### src/logic/alarm_hist_regs.svh
// constants for the alarm history recorder
`ifndef ALARM_HIST_REGS_SVH
`define ALARM_HIST_REGS_SVH

`define AH_DEPTH 10
`define AH_IDX_W 4
`define AH_CODE_W 12
`define AH_TIME_W 32
`define AH_DISP_W 20
`define AH_BCD_W 40
`define AH_BCD_DIGITS 10
`define AH_SHIFT_STEPS 32

`define AH_CLK_KHZ 250000
`define AH_TICK_MS 100
`define AH_TICK_CYC (`AH_TICK_MS * `AH_CLK_KHZ)
`define AH_TICK_W 25
`define AH_HOLD_MS 1000
`define AH_HOLD_CYC (`AH_HOLD_MS * `AH_CLK_KHZ)
`define AH_HOLD_W 28
`define AH_REPEAT_S 3600
`define AH_REPEAT_TICKS (`AH_REPEAT_S * 1000 / `AH_TICK_MS)

`define AH_KEY_MODE 0
`define AH_KEY_UP 1
`define AH_KEY_DOWN 2
`define AH_KEY_SHIFT 3

`define AH_GLYPH_BLANK 4'ha
`define AH_GLYPH_DASH 4'hb
`define AH_GLYPH_F 4'hf
`define AH_FUNC_NUM 12'h000

`endif

### src/logic/history_pkg.sv
// types shared by the alarm history recorder
`include "alarm_hist_regs.svh"
package history_pkg;
	typedef enum logic [2:0] {
		VIEW_FUNC,
		VIEW_CODE,
		VIEW_TIME_LO,
		VIEW_TIME_MID,
		VIEW_TIME_HI
	} view_e;

	typedef struct packed {
		logic [`AH_CODE_W-1:0] code;
		logic [`AH_TIME_W-1:0] stamp;
	} entry_s;
endpackage

### src/logic/alarm_history_recorder.sv
// alarm history log with front panel browsing
// Notes on behaviour
// - keep up to ten alarms, each recallable
// - entry holds alarm code and raise time
// - timestamp counts 100 ms since power-on
// - 32-bit stamp lasts about thirteen years
// - same code as the newest entry within one hour not stored
// - empty log shows dashes, not a code
// - alarm reset and main power keep log
// - only the clear function or rst_b erases the log
// - one second shift hold shows newest entry
// - down steps older, up steps newer
// - left digit is index, larger is older
// - shift cycles low, middle, top time digits
// - mode key returns to function code display
`timescale 1ns/1ps
`default_nettype none
`include "alarm_hist_regs.svh"
module alarm_history_recorder #(
	parameter int TICK_CYC = `AH_TICK_CYC, // cycles per 100 ms
	parameter int HOLD_CYC = `AH_HOLD_CYC // cycles of key hold to enter
) (
	input wire logic mclk, // system clock, 250 MHz
	input wire logic rst_b, // control power-on reset, active low
	input wire logic alarm_raise, // one-cycle pulse, alarm raised
	input wire logic [`AH_CODE_W-1:0] alarm_code, // three bcd digits
	input wire logic history_clear_function, // pulse, erase the log
	input wire logic func_selected, // menu sits on history view
	input wire logic key_mode_pin, // menu/set key, high pressed
	input wire logic key_up_pin, // up key, high pressed
	input wire logic key_down_pin, // down key, high pressed
	input wire logic key_shift_pin, // select/shift key, high pressed
	output logic [`AH_DISP_W-1:0] disp_glyphs, // five glyphs, left first
	output logic view_active, // entry view is open
	output logic [`AH_IDX_W-1:0] entry_count, // entries held
	output logic [`AH_TIME_W-1:0] elapsed_time // 100 ms ticks
);
	localparam logic [`AH_TICK_W-1:0] TICK_LAST =
		`AH_TICK_W'(TICK_CYC - 1);
	localparam logic [`AH_HOLD_W-1:0] HOLD_LAST =
		`AH_HOLD_W'(HOLD_CYC - 1);
	localparam logic [`AH_TIME_W-1:0] REPEAT_TICKS =
		`AH_TIME_W'(`AH_REPEAT_TICKS);
	localparam logic [`AH_IDX_W-1:0] DEPTH = `AH_IDX_W'(`AH_DEPTH);

	typedef struct packed {
		logic [3:0] key_s1_ff;
		logic [3:0] key_s2_ff;
		logic [3:0] key_prev_ff;
		logic [`AH_TICK_W-1:0] tick_ff;
		logic [`AH_HOLD_W-1:0] hold_ff;
		logic [`AH_TIME_W-1:0] now_ff;
		history_pkg::entry_s [`AH_DEPTH-1:0] log_ff;
		logic [`AH_IDX_W-1:0] count_ff;
		logic [`AH_IDX_W-1:0] sel_ff;
		history_pkg::view_e view_ff;
		logic [`AH_DISP_W-1:0] disp_ff;
		logic view_on_ff;
	} state_s;

	state_s st_ff;
	state_s nxt_st;
	logic [`AH_BCD_W-1:0] stamp_bcd;
	logic [3:0] pressed;
	logic dup;
	history_pkg::entry_s cur;

	assign cur = st_ff.log_ff[st_ff.sel_ff];

	// time digits are refreshed every 33 cycles, far below eye rate
	bin_to_bcd u_bcd (
		.mclk(mclk),
		.rst_b(rst_b),
		.value(cur.stamp),
		.bcd(stamp_bcd)
	);

	always_comb begin
		nxt_st = st_ff;
		pressed = st_ff.key_s2_ff & ~st_ff.key_prev_ff;
		dup = 1'b0;

		// panel keys are asynchronous, two stages before use
		nxt_st.key_s1_ff = {key_shift_pin, key_down_pin, key_up_pin,
			key_mode_pin};
		nxt_st.key_s2_ff = st_ff.key_s1_ff;
		nxt_st.key_prev_ff = st_ff.key_s2_ff;

		if (st_ff.tick_ff == TICK_LAST) begin
			nxt_st.tick_ff = '0;
			if (st_ff.now_ff != '1)
				nxt_st.now_ff = st_ff.now_ff + 1'b1;
		end else begin
			nxt_st.tick_ff = st_ff.tick_ff + 1'b1;
		end

		if (history_clear_function) begin
			nxt_st.count_ff = '0;
			nxt_st.sel_ff = '0;
			nxt_st.log_ff = '0;
		end

		// recording after the clear, so a same-cycle alarm survives
		if (alarm_raise) begin
			// repeat filter against the newest entry
			dup = !history_clear_function && st_ff.count_ff != '0 &&
				alarm_code == st_ff.log_ff[0].code &&
				(st_ff.now_ff - st_ff.log_ff[0].stamp) < REPEAT_TICKS;
			if (!dup) begin
				// shift down, oldest falls off the end
				for (int i = `AH_DEPTH - 1; i > 0; i--)
					nxt_st.log_ff[i] = nxt_st.log_ff[i-1];
				nxt_st.log_ff[0].code = alarm_code;
				nxt_st.log_ff[0].stamp = st_ff.now_ff;
				if (nxt_st.count_ff != DEPTH)
					nxt_st.count_ff = nxt_st.count_ff + 1'b1;
			end
		end

		case (st_ff.view_ff)
		history_pkg::VIEW_FUNC: begin
			// hold shift about one second to enter
			if (func_selected && st_ff.key_s2_ff[`AH_KEY_SHIFT]) begin
				if (st_ff.hold_ff == HOLD_LAST) begin
					nxt_st.hold_ff = '0;
					nxt_st.view_ff = history_pkg::VIEW_CODE;
					nxt_st.sel_ff = '0;
				end else begin
					nxt_st.hold_ff = st_ff.hold_ff + 1'b1;
				end
			end else begin
				nxt_st.hold_ff = '0;
			end
		end
		history_pkg::VIEW_CODE: begin
			// step older on down, newer on up
			if (pressed[`AH_KEY_DOWN] &&
				st_ff.sel_ff + 1'b1 < nxt_st.count_ff)
				nxt_st.sel_ff = st_ff.sel_ff + 1'b1;
			else if (pressed[`AH_KEY_UP] && st_ff.sel_ff != '0)
				nxt_st.sel_ff = st_ff.sel_ff - 1'b1;
			if (pressed[`AH_KEY_SHIFT] && st_ff.count_ff != '0)
				nxt_st.view_ff = history_pkg::VIEW_TIME_LO;
		end
		// low, middle, top, then back to code
		history_pkg::VIEW_TIME_LO: begin
			if (pressed[`AH_KEY_SHIFT])
				nxt_st.view_ff = history_pkg::VIEW_TIME_MID;
		end
		history_pkg::VIEW_TIME_MID: begin
			if (pressed[`AH_KEY_SHIFT])
				nxt_st.view_ff = history_pkg::VIEW_TIME_HI;
		end
		history_pkg::VIEW_TIME_HI: begin
			if (pressed[`AH_KEY_SHIFT])
				nxt_st.view_ff = history_pkg::VIEW_CODE;
		end
		default: begin
			nxt_st.view_ff = history_pkg::VIEW_FUNC;
		end
		endcase

		// a clear while browsing leaves nothing to show time for
		if (history_clear_function && !alarm_raise &&
			st_ff.view_ff != history_pkg::VIEW_FUNC)
			nxt_st.view_ff = history_pkg::VIEW_CODE;

		// mode key leaves the entry view
		if (pressed[`AH_KEY_MODE] &&
			st_ff.view_ff != history_pkg::VIEW_FUNC) begin
			nxt_st.view_ff = history_pkg::VIEW_FUNC;
			nxt_st.hold_ff = '0;
		end

		if (nxt_st.sel_ff >= nxt_st.count_ff && nxt_st.count_ff != '0)
			nxt_st.sel_ff = nxt_st.count_ff - 1'b1;

		nxt_st.view_on_ff = st_ff.view_ff != history_pkg::VIEW_FUNC;

		case (st_ff.view_ff)
		history_pkg::VIEW_FUNC: begin
			nxt_st.disp_ff = {`AH_GLYPH_F, `AH_GLYPH_DASH, `AH_FUNC_NUM};
		end
		history_pkg::VIEW_CODE: begin
			if (st_ff.count_ff == '0)
				nxt_st.disp_ff = {`AH_GLYPH_BLANK, {4{`AH_GLYPH_DASH}}};
			else
				nxt_st.disp_ff = {st_ff.sel_ff, `AH_GLYPH_BLANK, cur.code};
		end
		history_pkg::VIEW_TIME_LO: begin
			nxt_st.disp_ff = {`AH_GLYPH_DASH, stamp_bcd[15:0]};
		end
		history_pkg::VIEW_TIME_MID: begin
			nxt_st.disp_ff = {`AH_GLYPH_DASH, stamp_bcd[31:16]};
		end
		history_pkg::VIEW_TIME_HI: begin
			nxt_st.disp_ff = {`AH_GLYPH_DASH, `AH_GLYPH_BLANK,
				`AH_GLYPH_BLANK, stamp_bcd[39:32]};
		end
		default: begin
			nxt_st.disp_ff = {`AH_GLYPH_F, `AH_GLYPH_DASH, `AH_FUNC_NUM};
		end
		endcase
	end

	// no alarm reset or main power input touches the log
	always_ff @(posedge mclk or negedge rst_b) begin
		if (!rst_b) begin
			st_ff <= '0;
		end else begin
			st_ff <= nxt_st;
		end
	end

	assign disp_glyphs = st_ff.disp_ff;
	assign view_active = st_ff.view_on_ff;
	assign entry_count = st_ff.count_ff;
	assign elapsed_time = st_ff.now_ff;
endmodule
`default_nettype wire

### src/logic/bin_to_bcd.sv
// free-running binary to decimal converter for the timestamp display
`timescale 1ns/1ps
`default_nettype none
`include "alarm_hist_regs.svh"
module bin_to_bcd (
	input wire logic mclk, // system clock
	input wire logic rst_b, // async reset, active low
	input wire logic [`AH_TIME_W-1:0] value, // binary value to convert
	output logic [`AH_BCD_W-1:0] bcd // ten decimal digits, latest result
);
	typedef struct packed {
		logic [`AH_BCD_W+`AH_TIME_W-1:0] sh_ff;
		logic [5:0] cnt_ff;
		logic [`AH_BCD_W-1:0] bcd_ff;
	} conv_s;

	conv_s st_ff;
	conv_s nxt_st;
	logic [`AH_BCD_W-1:0] adj;

	// add three to every digit of five or more before each shift
	genvar g;
	generate
		for (g = 0; g < `AH_BCD_DIGITS; g++) begin : g_dig
			logic [3:0] d;
			assign d = st_ff.sh_ff[`AH_TIME_W+g*4 +: 4];
			assign adj[g*4 +: 4] = (d >= 4'h5) ? d + 4'h3 : d;
		end
	endgenerate

	always_comb begin
		nxt_st = st_ff;
		if (st_ff.cnt_ff == 6'h00) begin
			nxt_st.sh_ff = {{`AH_BCD_W{1'b0}}, value};
			nxt_st.cnt_ff = 6'(`AH_SHIFT_STEPS);
		end else begin
			nxt_st.sh_ff = {adj[`AH_BCD_W-2:0],
				st_ff.sh_ff[`AH_TIME_W-1:0], 1'b0};
			nxt_st.cnt_ff = st_ff.cnt_ff - 6'h01;
			if (st_ff.cnt_ff == 6'h01)
				nxt_st.bcd_ff = {adj[`AH_BCD_W-2:0],
					st_ff.sh_ff[`AH_TIME_W-1]};
		end
	end

	always_ff @(posedge mclk or negedge rst_b) begin
		if (!rst_b) begin
			st_ff <= '0;
		end else begin
			st_ff <= nxt_st;
		end
	end

	assign bcd = st_ff.bcd_ff;
endmodule
`default_nettype wire

### config.mk
export PLATFORM = sky130hd
export DESIGN_NAME = alarm_history_recorder
export DESIGN_NICKNAME = d
export VERILOG_FILES = /design/src/logic/history_pkg.sv /design/src/logic/alarm_history_recorder.sv /design/src/logic/bin_to_bcd.sv
export VERILOG_INCLUDE_DIRS = /design/src /design/src/logic
export SDC_FILE = /design/constraint.sdc
export NUM_CORES = 1
export LEC_CHECK = 0
export BUFFER_PORTS_ARGS = -buffer_cell sky130_fd_sc_hd__buf_2
export CAP_MARGIN = 25
export CELL_PAD_IN_SITES_DETAIL_PLACEMENT = 1
export CELL_PAD_IN_SITES_GLOBAL_PLACEMENT = 2
export CORE_MARGIN = 1.5
export CORE_UTILIZATION = 30
export CTS_CLUSTER_DIAMETER = 100
export DETAILED_ROUTE_END_ITERATION = 6
export GPL_ROUTABILITY_DRIVEN = 0
export PLACE_DENSITY = 0.72
export SLEW_MARGIN = 5
export SYNTH_ARGS = -nofsm -noshare
export SYNTH_HDL_FRONTEND = slang
export SYNTH_SLANG_ARGS = --single-unit
### constraint.sdc
create_clock -name mclk -period 6.1 [get_ports mclk]
set_input_delay 0.61 -clock mclk [delete_from_list [all_inputs] [get_ports mclk]]
set_output_delay 0.61 -clock mclk [all_outputs]
set_load 0.01 [all_outputs]
==> results.txt, run 1 <==
The final setup slack of the worst path came out at around 0.19 ns. The synthesized area per cell came out at ~11 µm². The total area inside the core boundary comes to around 120,000 µm². The startpoint identified for the worst register-to-register timing path is st_ff[56]. The buffer levels on the longest clock path came out at 3. The top achievable clock speed is approximately 0.17 GHz. By instance count, the cell type seen most on the critical path is a21o_1. The number of library cell types mapped by synthesis is 80.

The worst setup path is launched from a flop. The number of detailed-routing iterations run before antenna repair is 4. The number of endpoints failing setup at the final stage came out at 0. The worst hold path belongs to the class in -> async. From left edge to right edge, the die measures 345 µm. For this run, design rule violations remaining after detail routing come to 0. The number of synthesis warnings is 0. For this block, the routed nets add up to ~94 mm of wire.

The first global-routing pass estimated about 150 mm of wire. In the synthesized netlist the dominant register cell turns out to be dfrtp_1. Of the total power, the share spent switching nets is 0.279. The number of pins exceeding their max-slew limit in the final report came out at 0. In this run the power spent charging and discharging nets is roughly 3.2 mW. The total of buffers placed on input and output ports came out at 77. The largest individual stage delay along the critical path comes from the cell or4_4.

The area occupied by registers came out at around 17,000 µm². The placed instance area came out at ~37,000 µm². The flow ran to the end, and the final reports show no timing, DRC or antenna violations. The post-CTS clock slew at the launch and capture registers of the worst setup and hold paths is 0.06 ns. The gate count of the mapped netlist came out at around 3,300. The most frequent cell after synthesis is dfrtp_1. IR analysis of the VDD net gives a maximum drop of 0.190 mV. The initial antenna violation count is 0. In this run the static leakage power is roughly 19 nW. The area of the multi-input gates came out at between 15,000 and 20,000 µm². The total routing usage reported by global routing is 0.157. The proportion of register bits with asynchronous set or reset after synthesis came out at 1.00. The total congestion overflow is 0. The standard-cell row count came out at roughly 130.

Clock tree synthesis selected as its root buffer the cell clkbuf_16. STA puts the critical path data arrival time at approximately 6.4 ns. The routed wire length per instance came out at ~19 µm. The required time at the endpoint of the critical path is ~6.6 ns. The layout filler cell count came out at 12,900.

TritonCTS built the clock tree. The area growth from synthesis to layout is 16.2%. Hold repair after CTS inserted 0 buffers. The maximum number of pins on one net before global-route repair came out at 203. The via density per instance is between 4 and 5.

Of the total power, combinational logic draws 0.157. The H-tree depth reported by CTS is 3. The remaining antenna violation count came out at 0. The worst slack at placement came out at -0.0213 ns. In the final design database the tool counted 3,436 nets.

For the final database, setup skew stands at ~0.023 ns. Counting every sink on the clock net gives slightly below 700. The final period utilization came out at 0.969.

The number of buffers and inverters on the critical path is 6. The via count of the first global-routing pass is 26,600. Of all nets on the critical path, the largest fanout is 9. The sequential element share of the synthesized area came out at 0.490.

The vertical die dimension came out at 345 µm. The total CTS buffers came out at 78. The slew at the pin closest to its max-slew limit is approximately 1.1 ns. The post-synth net total came out at between 3,000 and 4,000. The portion of synthesized cell area occupied by the leading cell type came out at 0.490.

Pin placement for this block handled a little under 80 I/O pins. The commonest cells after synthesis are dfrtp_1 (687), nor2_1 (599), mux2i_1 (468). The cell area after layout came out at between 40,000 and 50,000 µm². The class of the most critical setup path is reg -> reg. The number of synthesized flops with an enable pin is 0. The fraction of power consumed by the clock network came out at 0.424. The initial utilization of the core area, before any placement, comes to 0.302. The critical path starts at st_ff[56]. The first routing iteration left ~1,300 violations. Grouping stages by cell kind, the critical path spends the most delay in simple AND/OR/NAND/NOR gates.

The repair_antennas step left the layout with diodes totalling 0. The hold violation count in the final report is 0. The time the final worst path needs with I/O delays and setup is 5.91 ns. The routed via count is approximately 25,000.

The worst pin sits at a relative slew slack of 0.294. Ranked by total cell area, the synthesized netlist is headed by dfrtp_1 (49%), mux2i_1 (13%), nor2_1 (6.4%), mux4_2 (5.6%), ha_1 (2.4%). The fraction of final layout cells sized beyond drive strength 1 is 0.180. The worst setup path is captured at a flop. The internal power of the cells is 8.28 mW.

The later-pin clock latency in the skew report is between 0.6 and 0.7 ns. dfrtp_1 takes more of the synthesized area than any other cell. Of the total power, registers draw 0.418.

Summed over all nets, the half-perimeter wirelength after detailed placement is between 60 and 70 mm. The total power came out at 11.5 mW. After synthesis the netlist holds a flip-flop and latch count of slightly below 700. The die covers approximately 120,000 µm².

The post-route core utilization came out at 0.352. In this run the cell area of the synthesized design comes to 35,100 µm². The number of maximum-capacitance constraint violations came out at 0.

The total negative setup slack is 0 ns. Dividing total power by cell area gives a power density of between 200 and 300 nW/µm². The biggest cell delay along the critical path came out at around 0.55 ns.
cell type report:
class                   count  share of cell area
flip-flops and latches    687               0.422
well taps                1524              0.0467
clock inverters            31             0.00948
multi-input cells        2239               0.413
inverters                  90             0.00828
repair buffers            252              0.0456
clock buffers             109              0.0549
what timing repair did:
action,in CTS,in global routing
hold endpoints to repair,0,0
endpoints found under the setup margin,1,4
pin swaps,6,27
setup buffers,1,15
resized for setup,15,95
gates cloned,0,1
worst paths after layout:
path | endpoint | slack [ns] | cells past startpoint
worst max-delay path | st_ff[27] | 0.19 | 32
worst min register to register | nxt_st[558] | 0.36 | 0
worst max register to register | st_ff[27] | 0.19 | 32
max in group asynchronous | u_bcd.bcd[5] | 4.51 | 2
min in group mclk | nxt_st[561] | 0.08 | 1
worst min-delay path | entry_count[3] | 0.08 | 1
flip-flops by register name (all words and copies together), names as in the netlist:
name	flops
nxt_st	8
u_bcd.g_dig.d	40
u_bcd.bcd	40
view_active	1
st_ff	504
disp_glyphs	20
elapsed_time	32
u_bcd.st_ff	38
entry_count	4
metal layers:
layer / up-vias / GRT usage / wire length [µm] / part of all wire
met1: 12700 / 0.208 / 43200 / 0.46
met3: 111 / 0.0220 / 2320 / 0.025
met2: 231 / 0.267 / 46400 / 0.49
met5: - / 0 / 0 / 0
met4: 0 / 0.0451 / 2110 / 0.022
li1: 11600 / - / - / -
per-stage QoR:
| stage | cells | hold slack (ns) |
|---|---|---|
| 4_1_cts | 4915 | 0.0314 |
| 6_report | 4932 | 0.0819 |
| 3_5_place_dp | 4774 | 0.337 |
| 3_3_place_gp | 4774 | 0.338 |
| 5_1_grt | 4932 | 0.0523 |
| 2_1_floorplan | 3275 | 0.314 |
logic make-up after synthesis:
group	synth area share
and+or+nand+nor	0.125
DFF	0.490
muxes	0.202
AOI/OAI and AO/OA	0.0890
buffers and inverters	0.0451
xor gates and xnor gates	0.0254
adders and majority gates	0.0239
cell usage in the layout (no fill, tap or decap), drive strengths merged, types with 87 or more instances in the layout:
cell type	synthesis	layout
a21oi	128	128
buf	129	252
nor2	600	600
o21ai	134	134
nand2	137	137
clkbuf	130	109
mux2i	468	468
inv	90	96
dfrtp	687	687
mux4	87	87
power by group through the flow:
stage / sequential (mW) / combinational [mW] / clock [mW]
2_1_floorplan: 4.82 / 1.22 / 0
3_3_place_gp: 4.88 / 1.79 / 0
3_5_place_dp: 4.89 / 1.80 / 0
4_1_cts: 4.80 / 1.81 / 5.04
5_1_grt: 4.82 / 1.97 / 5.20
6_report: 4.80 / 1.81 / 4.87
Note: power is estimated with default switching activity, not from simulation.
==> inputs of run 2 (changes only) <==
Settings changed: CORE_ASPECT_RATIO from default to 1.25.
==> run 2 against run 1 <==
Compared with the run above:
- clock-buffer cell count rose by 7
- total power fell by 0.27%
- setup slack lost 0.083 ns
- sequential power grew 1%
- via count increased by 0.65%
- final cell count is 1.0% higher
- non-clock buffer count up 8
- wire length increased by 0.21%
- global-route usage rose by 0.28 points
- critical path type unchanged
- critical endpoint is now st_ff[25]
- largest power group is now sequential cells
==> results.txt, run 2 (same netlist as run 1, synthesis figures left out) <==
The number of maximum-capacitance constraint violations is 0 (unchanged). The origin of the critical flop-to-flop path is elapsed_time[22] (was st_ff[56]). The effective utilization at floorplan came out at 0.302 (about the same). The final setup slack of the worst path came out at 0.108 ns (was 0.191 ns).

The routed wire length per instance came to 18.9 µm (was 19.1 µm). The class of the tightest hold or removal check was in -> reg (was in -> async). The arrival time reported for the critical path endpoint is 6.57 ns (was 6.42 ns). The largest register by flop count is st_ff (unchanged). The top achievable clock speed is 0.167 GHz (was 0.169 GHz). The initial antenna violation count came out at 0 (unchanged).

The number of flip-flops under the largest register name came to 504 (unchanged). The placed instance area is 37,500 µm² (about the same). The biggest cell delay along the critical path came out at 0.52 ns (was 0.55 ns). The length in cells of the worst reg-to-reg path came out at 28 (was 32). The slack of the worst reg-to-reg path came to 0.11 ns (was 0.19 ns). The count of nets after finishing is 3,446 (was 3,436). The worst slew margin relative to its limit came out at 0.217 (was 0.294). The worst slack at placement was -0.332 ns (was -0.0213 ns).

The standard-cell row count is 140 (was 125). The time the final worst path needs with I/O delays and setup is 5.99 ns (was 5.91 ns). The residual DRC count came out at 0 (unchanged). The cell chosen for the clock root was clkbuf_16 (unchanged).

The number of standard cells in the final layout excluding fillers came out at 4,982 (was 4,932). Highest-count cells in the layout ignoring fill and taps: dfrtp_1 (683), nor2_1 (597), mux2i_1 (467) (was dfrtp_1 (684), nor2_1 (598), mux2i_1 (467)). The H-tree depth reported by CTS was 3 (unchanged). The post-route core utilization is 0.353 (was 0.352). The total routing usage reported by global routing came to 0.160 (was 0.157).

The full die area came to 119,000 µm² (about the same). The buffer levels on the longest clock path is 3 (unchanged). The via count of the first global-routing pass is 26,700 (was 26,600). The cell count after placement came out at 4,812 (was 4,774). The placeable core region is 116,000 µm² (about the same). The static power due to leakage is 19.3 nW (was 19.2 nW). The slew at the pin closest to its max-slew limit was 1.17 ns (was 1.06 ns). The total congestion overflow was 0 (unchanged). The endpoint type of the worst setup path is a flop (unchanged). The required time at the endpoint of the critical path came to 6.67 ns (was 6.61 ns). The commonest non-fill, non-tap cell in the layout was dfrtp_1 (unchanged). The later-pin clock latency in the skew report came out at 0.66 ns (was 0.64 ns). The startpoint of the worst hold path is key_down_pin. The cell area after layout is 41,100 µm² (was 40,800 µm²). The maximum number of pins on one net before global-route repair is 187 (was 203).

The via density per instance came out at 4.98 (was 5.00). The number of inserted diodes came out at 0 (unchanged). The critical path launch point is elapsed_time[22] (was st_ff[56]). The maximum fanout count along the critical path came out at 5 (was 9). The routed via count was 24,800 (was 24,600). The destination of the worst register-to-register timing path is st_ff[25] (was st_ff[27]). The highest ir drop seen on vdd is 0.329 mV (was 0.190 mV). The detailed placer's ending HPWL is 60.8 mm (was 60.6 mm).

The TritonCTS clock tree was built (unchanged). The total power is 11.5 mW (about the same). The horizontal die dimension came to 309 µm (was 345 µm).

The hold violation count in the final report is 0 (unchanged). The critical path's slowest cell is or4_4 (unchanged). The power density over cell area is 279 nW/µm² (was 282 nW/µm²).

The path with the worst hold slack has its endpoint at nxt_st[563]. The number of pins exceeding their max-slew limit in the final report was 0 (unchanged). The total CTS buffers is 80 (was 78). The number of endpoints failing setup at the final stage is 0 (unchanged). The kind of start point of the critical path is a flop (unchanged). The area growth from synthesis to layout came to 17.0% (was 16.2%).

The maximum clock skew at final layout came out at 0.0330 ns (was 0.0232 ns). The vertical die dimension came to 385 µm (was 345 µm). The final period utilization is 0.982 (was 0.969). The number of sinks handled by clock tree synthesis is 687 (unchanged).

The total of buffers placed on input and output ports is 77 (unchanged). The remaining antenna violation count is 0 (unchanged). The starting DRC count in detailed routing is 1,320 (was 1,285). The number of cells on the worst hold path is 1.

The overall routed net length is 94.2 mm (was 94.0 mm). The fraction of final layout cells sized beyond drive strength 1 is 0.192 (was 0.180). Run status: finished clean (unchanged). The class of the most critical setup path is reg -> reg (unchanged). The number of detailed-routing iterations run before antenna repair was 5 (was 4).

The I/O pin count is 78 (unchanged). Setup repair after global routing could not meet its margin everywhere. The wire length of the first global-routing pass came out at 152 mm (about the same). The post-CTS clock slew at the launch and capture registers of the worst setup and hold paths is 0.06 ns (about the same).
-- run 2: stage by stage --
| stage | TNS [ns] | hold WS (ns) |
|---|---|---|
| 2_1_floorplan | 0 | 0.314 |
| 3_3_place_gp | -0.887 | 0.340 |
| 3_5_place_dp | -0.881 | 0.337 |
| 4_1_cts | 0 | 0.00263 |
| 5_1_grt | -0.126 | 0.0350 |
| 6_report | 0 | 0.0625 |
-- run 2: critical path, delay by kind of cell (launching register included) --
kind                     cells  cell delay (ns)
AND/OR/NAND/NOR              8             1.74
AO/OA/AOI/OAI               12             2.16
flip-flops                   1             0.41
adder cells (fa/ha/maj)      3             0.78
multiplexers                 2             0.40
buffers and inverters        3             0.43
-- run 2: final cells by class --
cell class                 instances  area, µm²
fill                           12900      75200
sequential                       687      17200
multi-input combinational       2239      17000
clock buffer                     116       2360
tap                             1562       1950
timing repair buffer             260       1920
inverter                          90        338
clock inverter                    28        282
-- run 2: worst max path at each step --
stage                end  slack [ns]  cells after the start
2_1_floorplan  st_ff[25]       0.005                     31
3_3_place_gp   st_ff[25]       -0.33                     30
3_5_place_dp   st_ff[25]       -0.33                     28
4_1_cts        st_ff[25]      0.0006                     30
5_1_grt        st_ff[25]       -0.07                     29
6_report       st_ff[25]        0.11                     28
-- run 2: per-layer routing --
layer,share of wire,track usage,vias up,routed length [µm]
met2,0.52,0.288,276,48600
met4,0.027,0.0516,0,2500
li1,-,-,11600,-
met1,0.43,0.195,12700,40300
met3,0.030,0.0240,130,2870
met5,0,0,-,0
-- run 2: power breakdown --
group          switching [mW]  total, mW  internal (mW)
logic                    1.08       1.77          0.689
registers               0.161       4.85           4.69
clock network            2.01       4.83           2.82
-- run 2: repair_timing --
action | in CTS | in global routing
pin swaps | 5 | 44
gates cloned | 0 | 1
setup buffers | 0 | 23
resized for setup | 13 | 142
hold endpoints to repair | 66 | 0
endpoints found under the setup margin | 3 | 69
hold buffers | 1 | 0
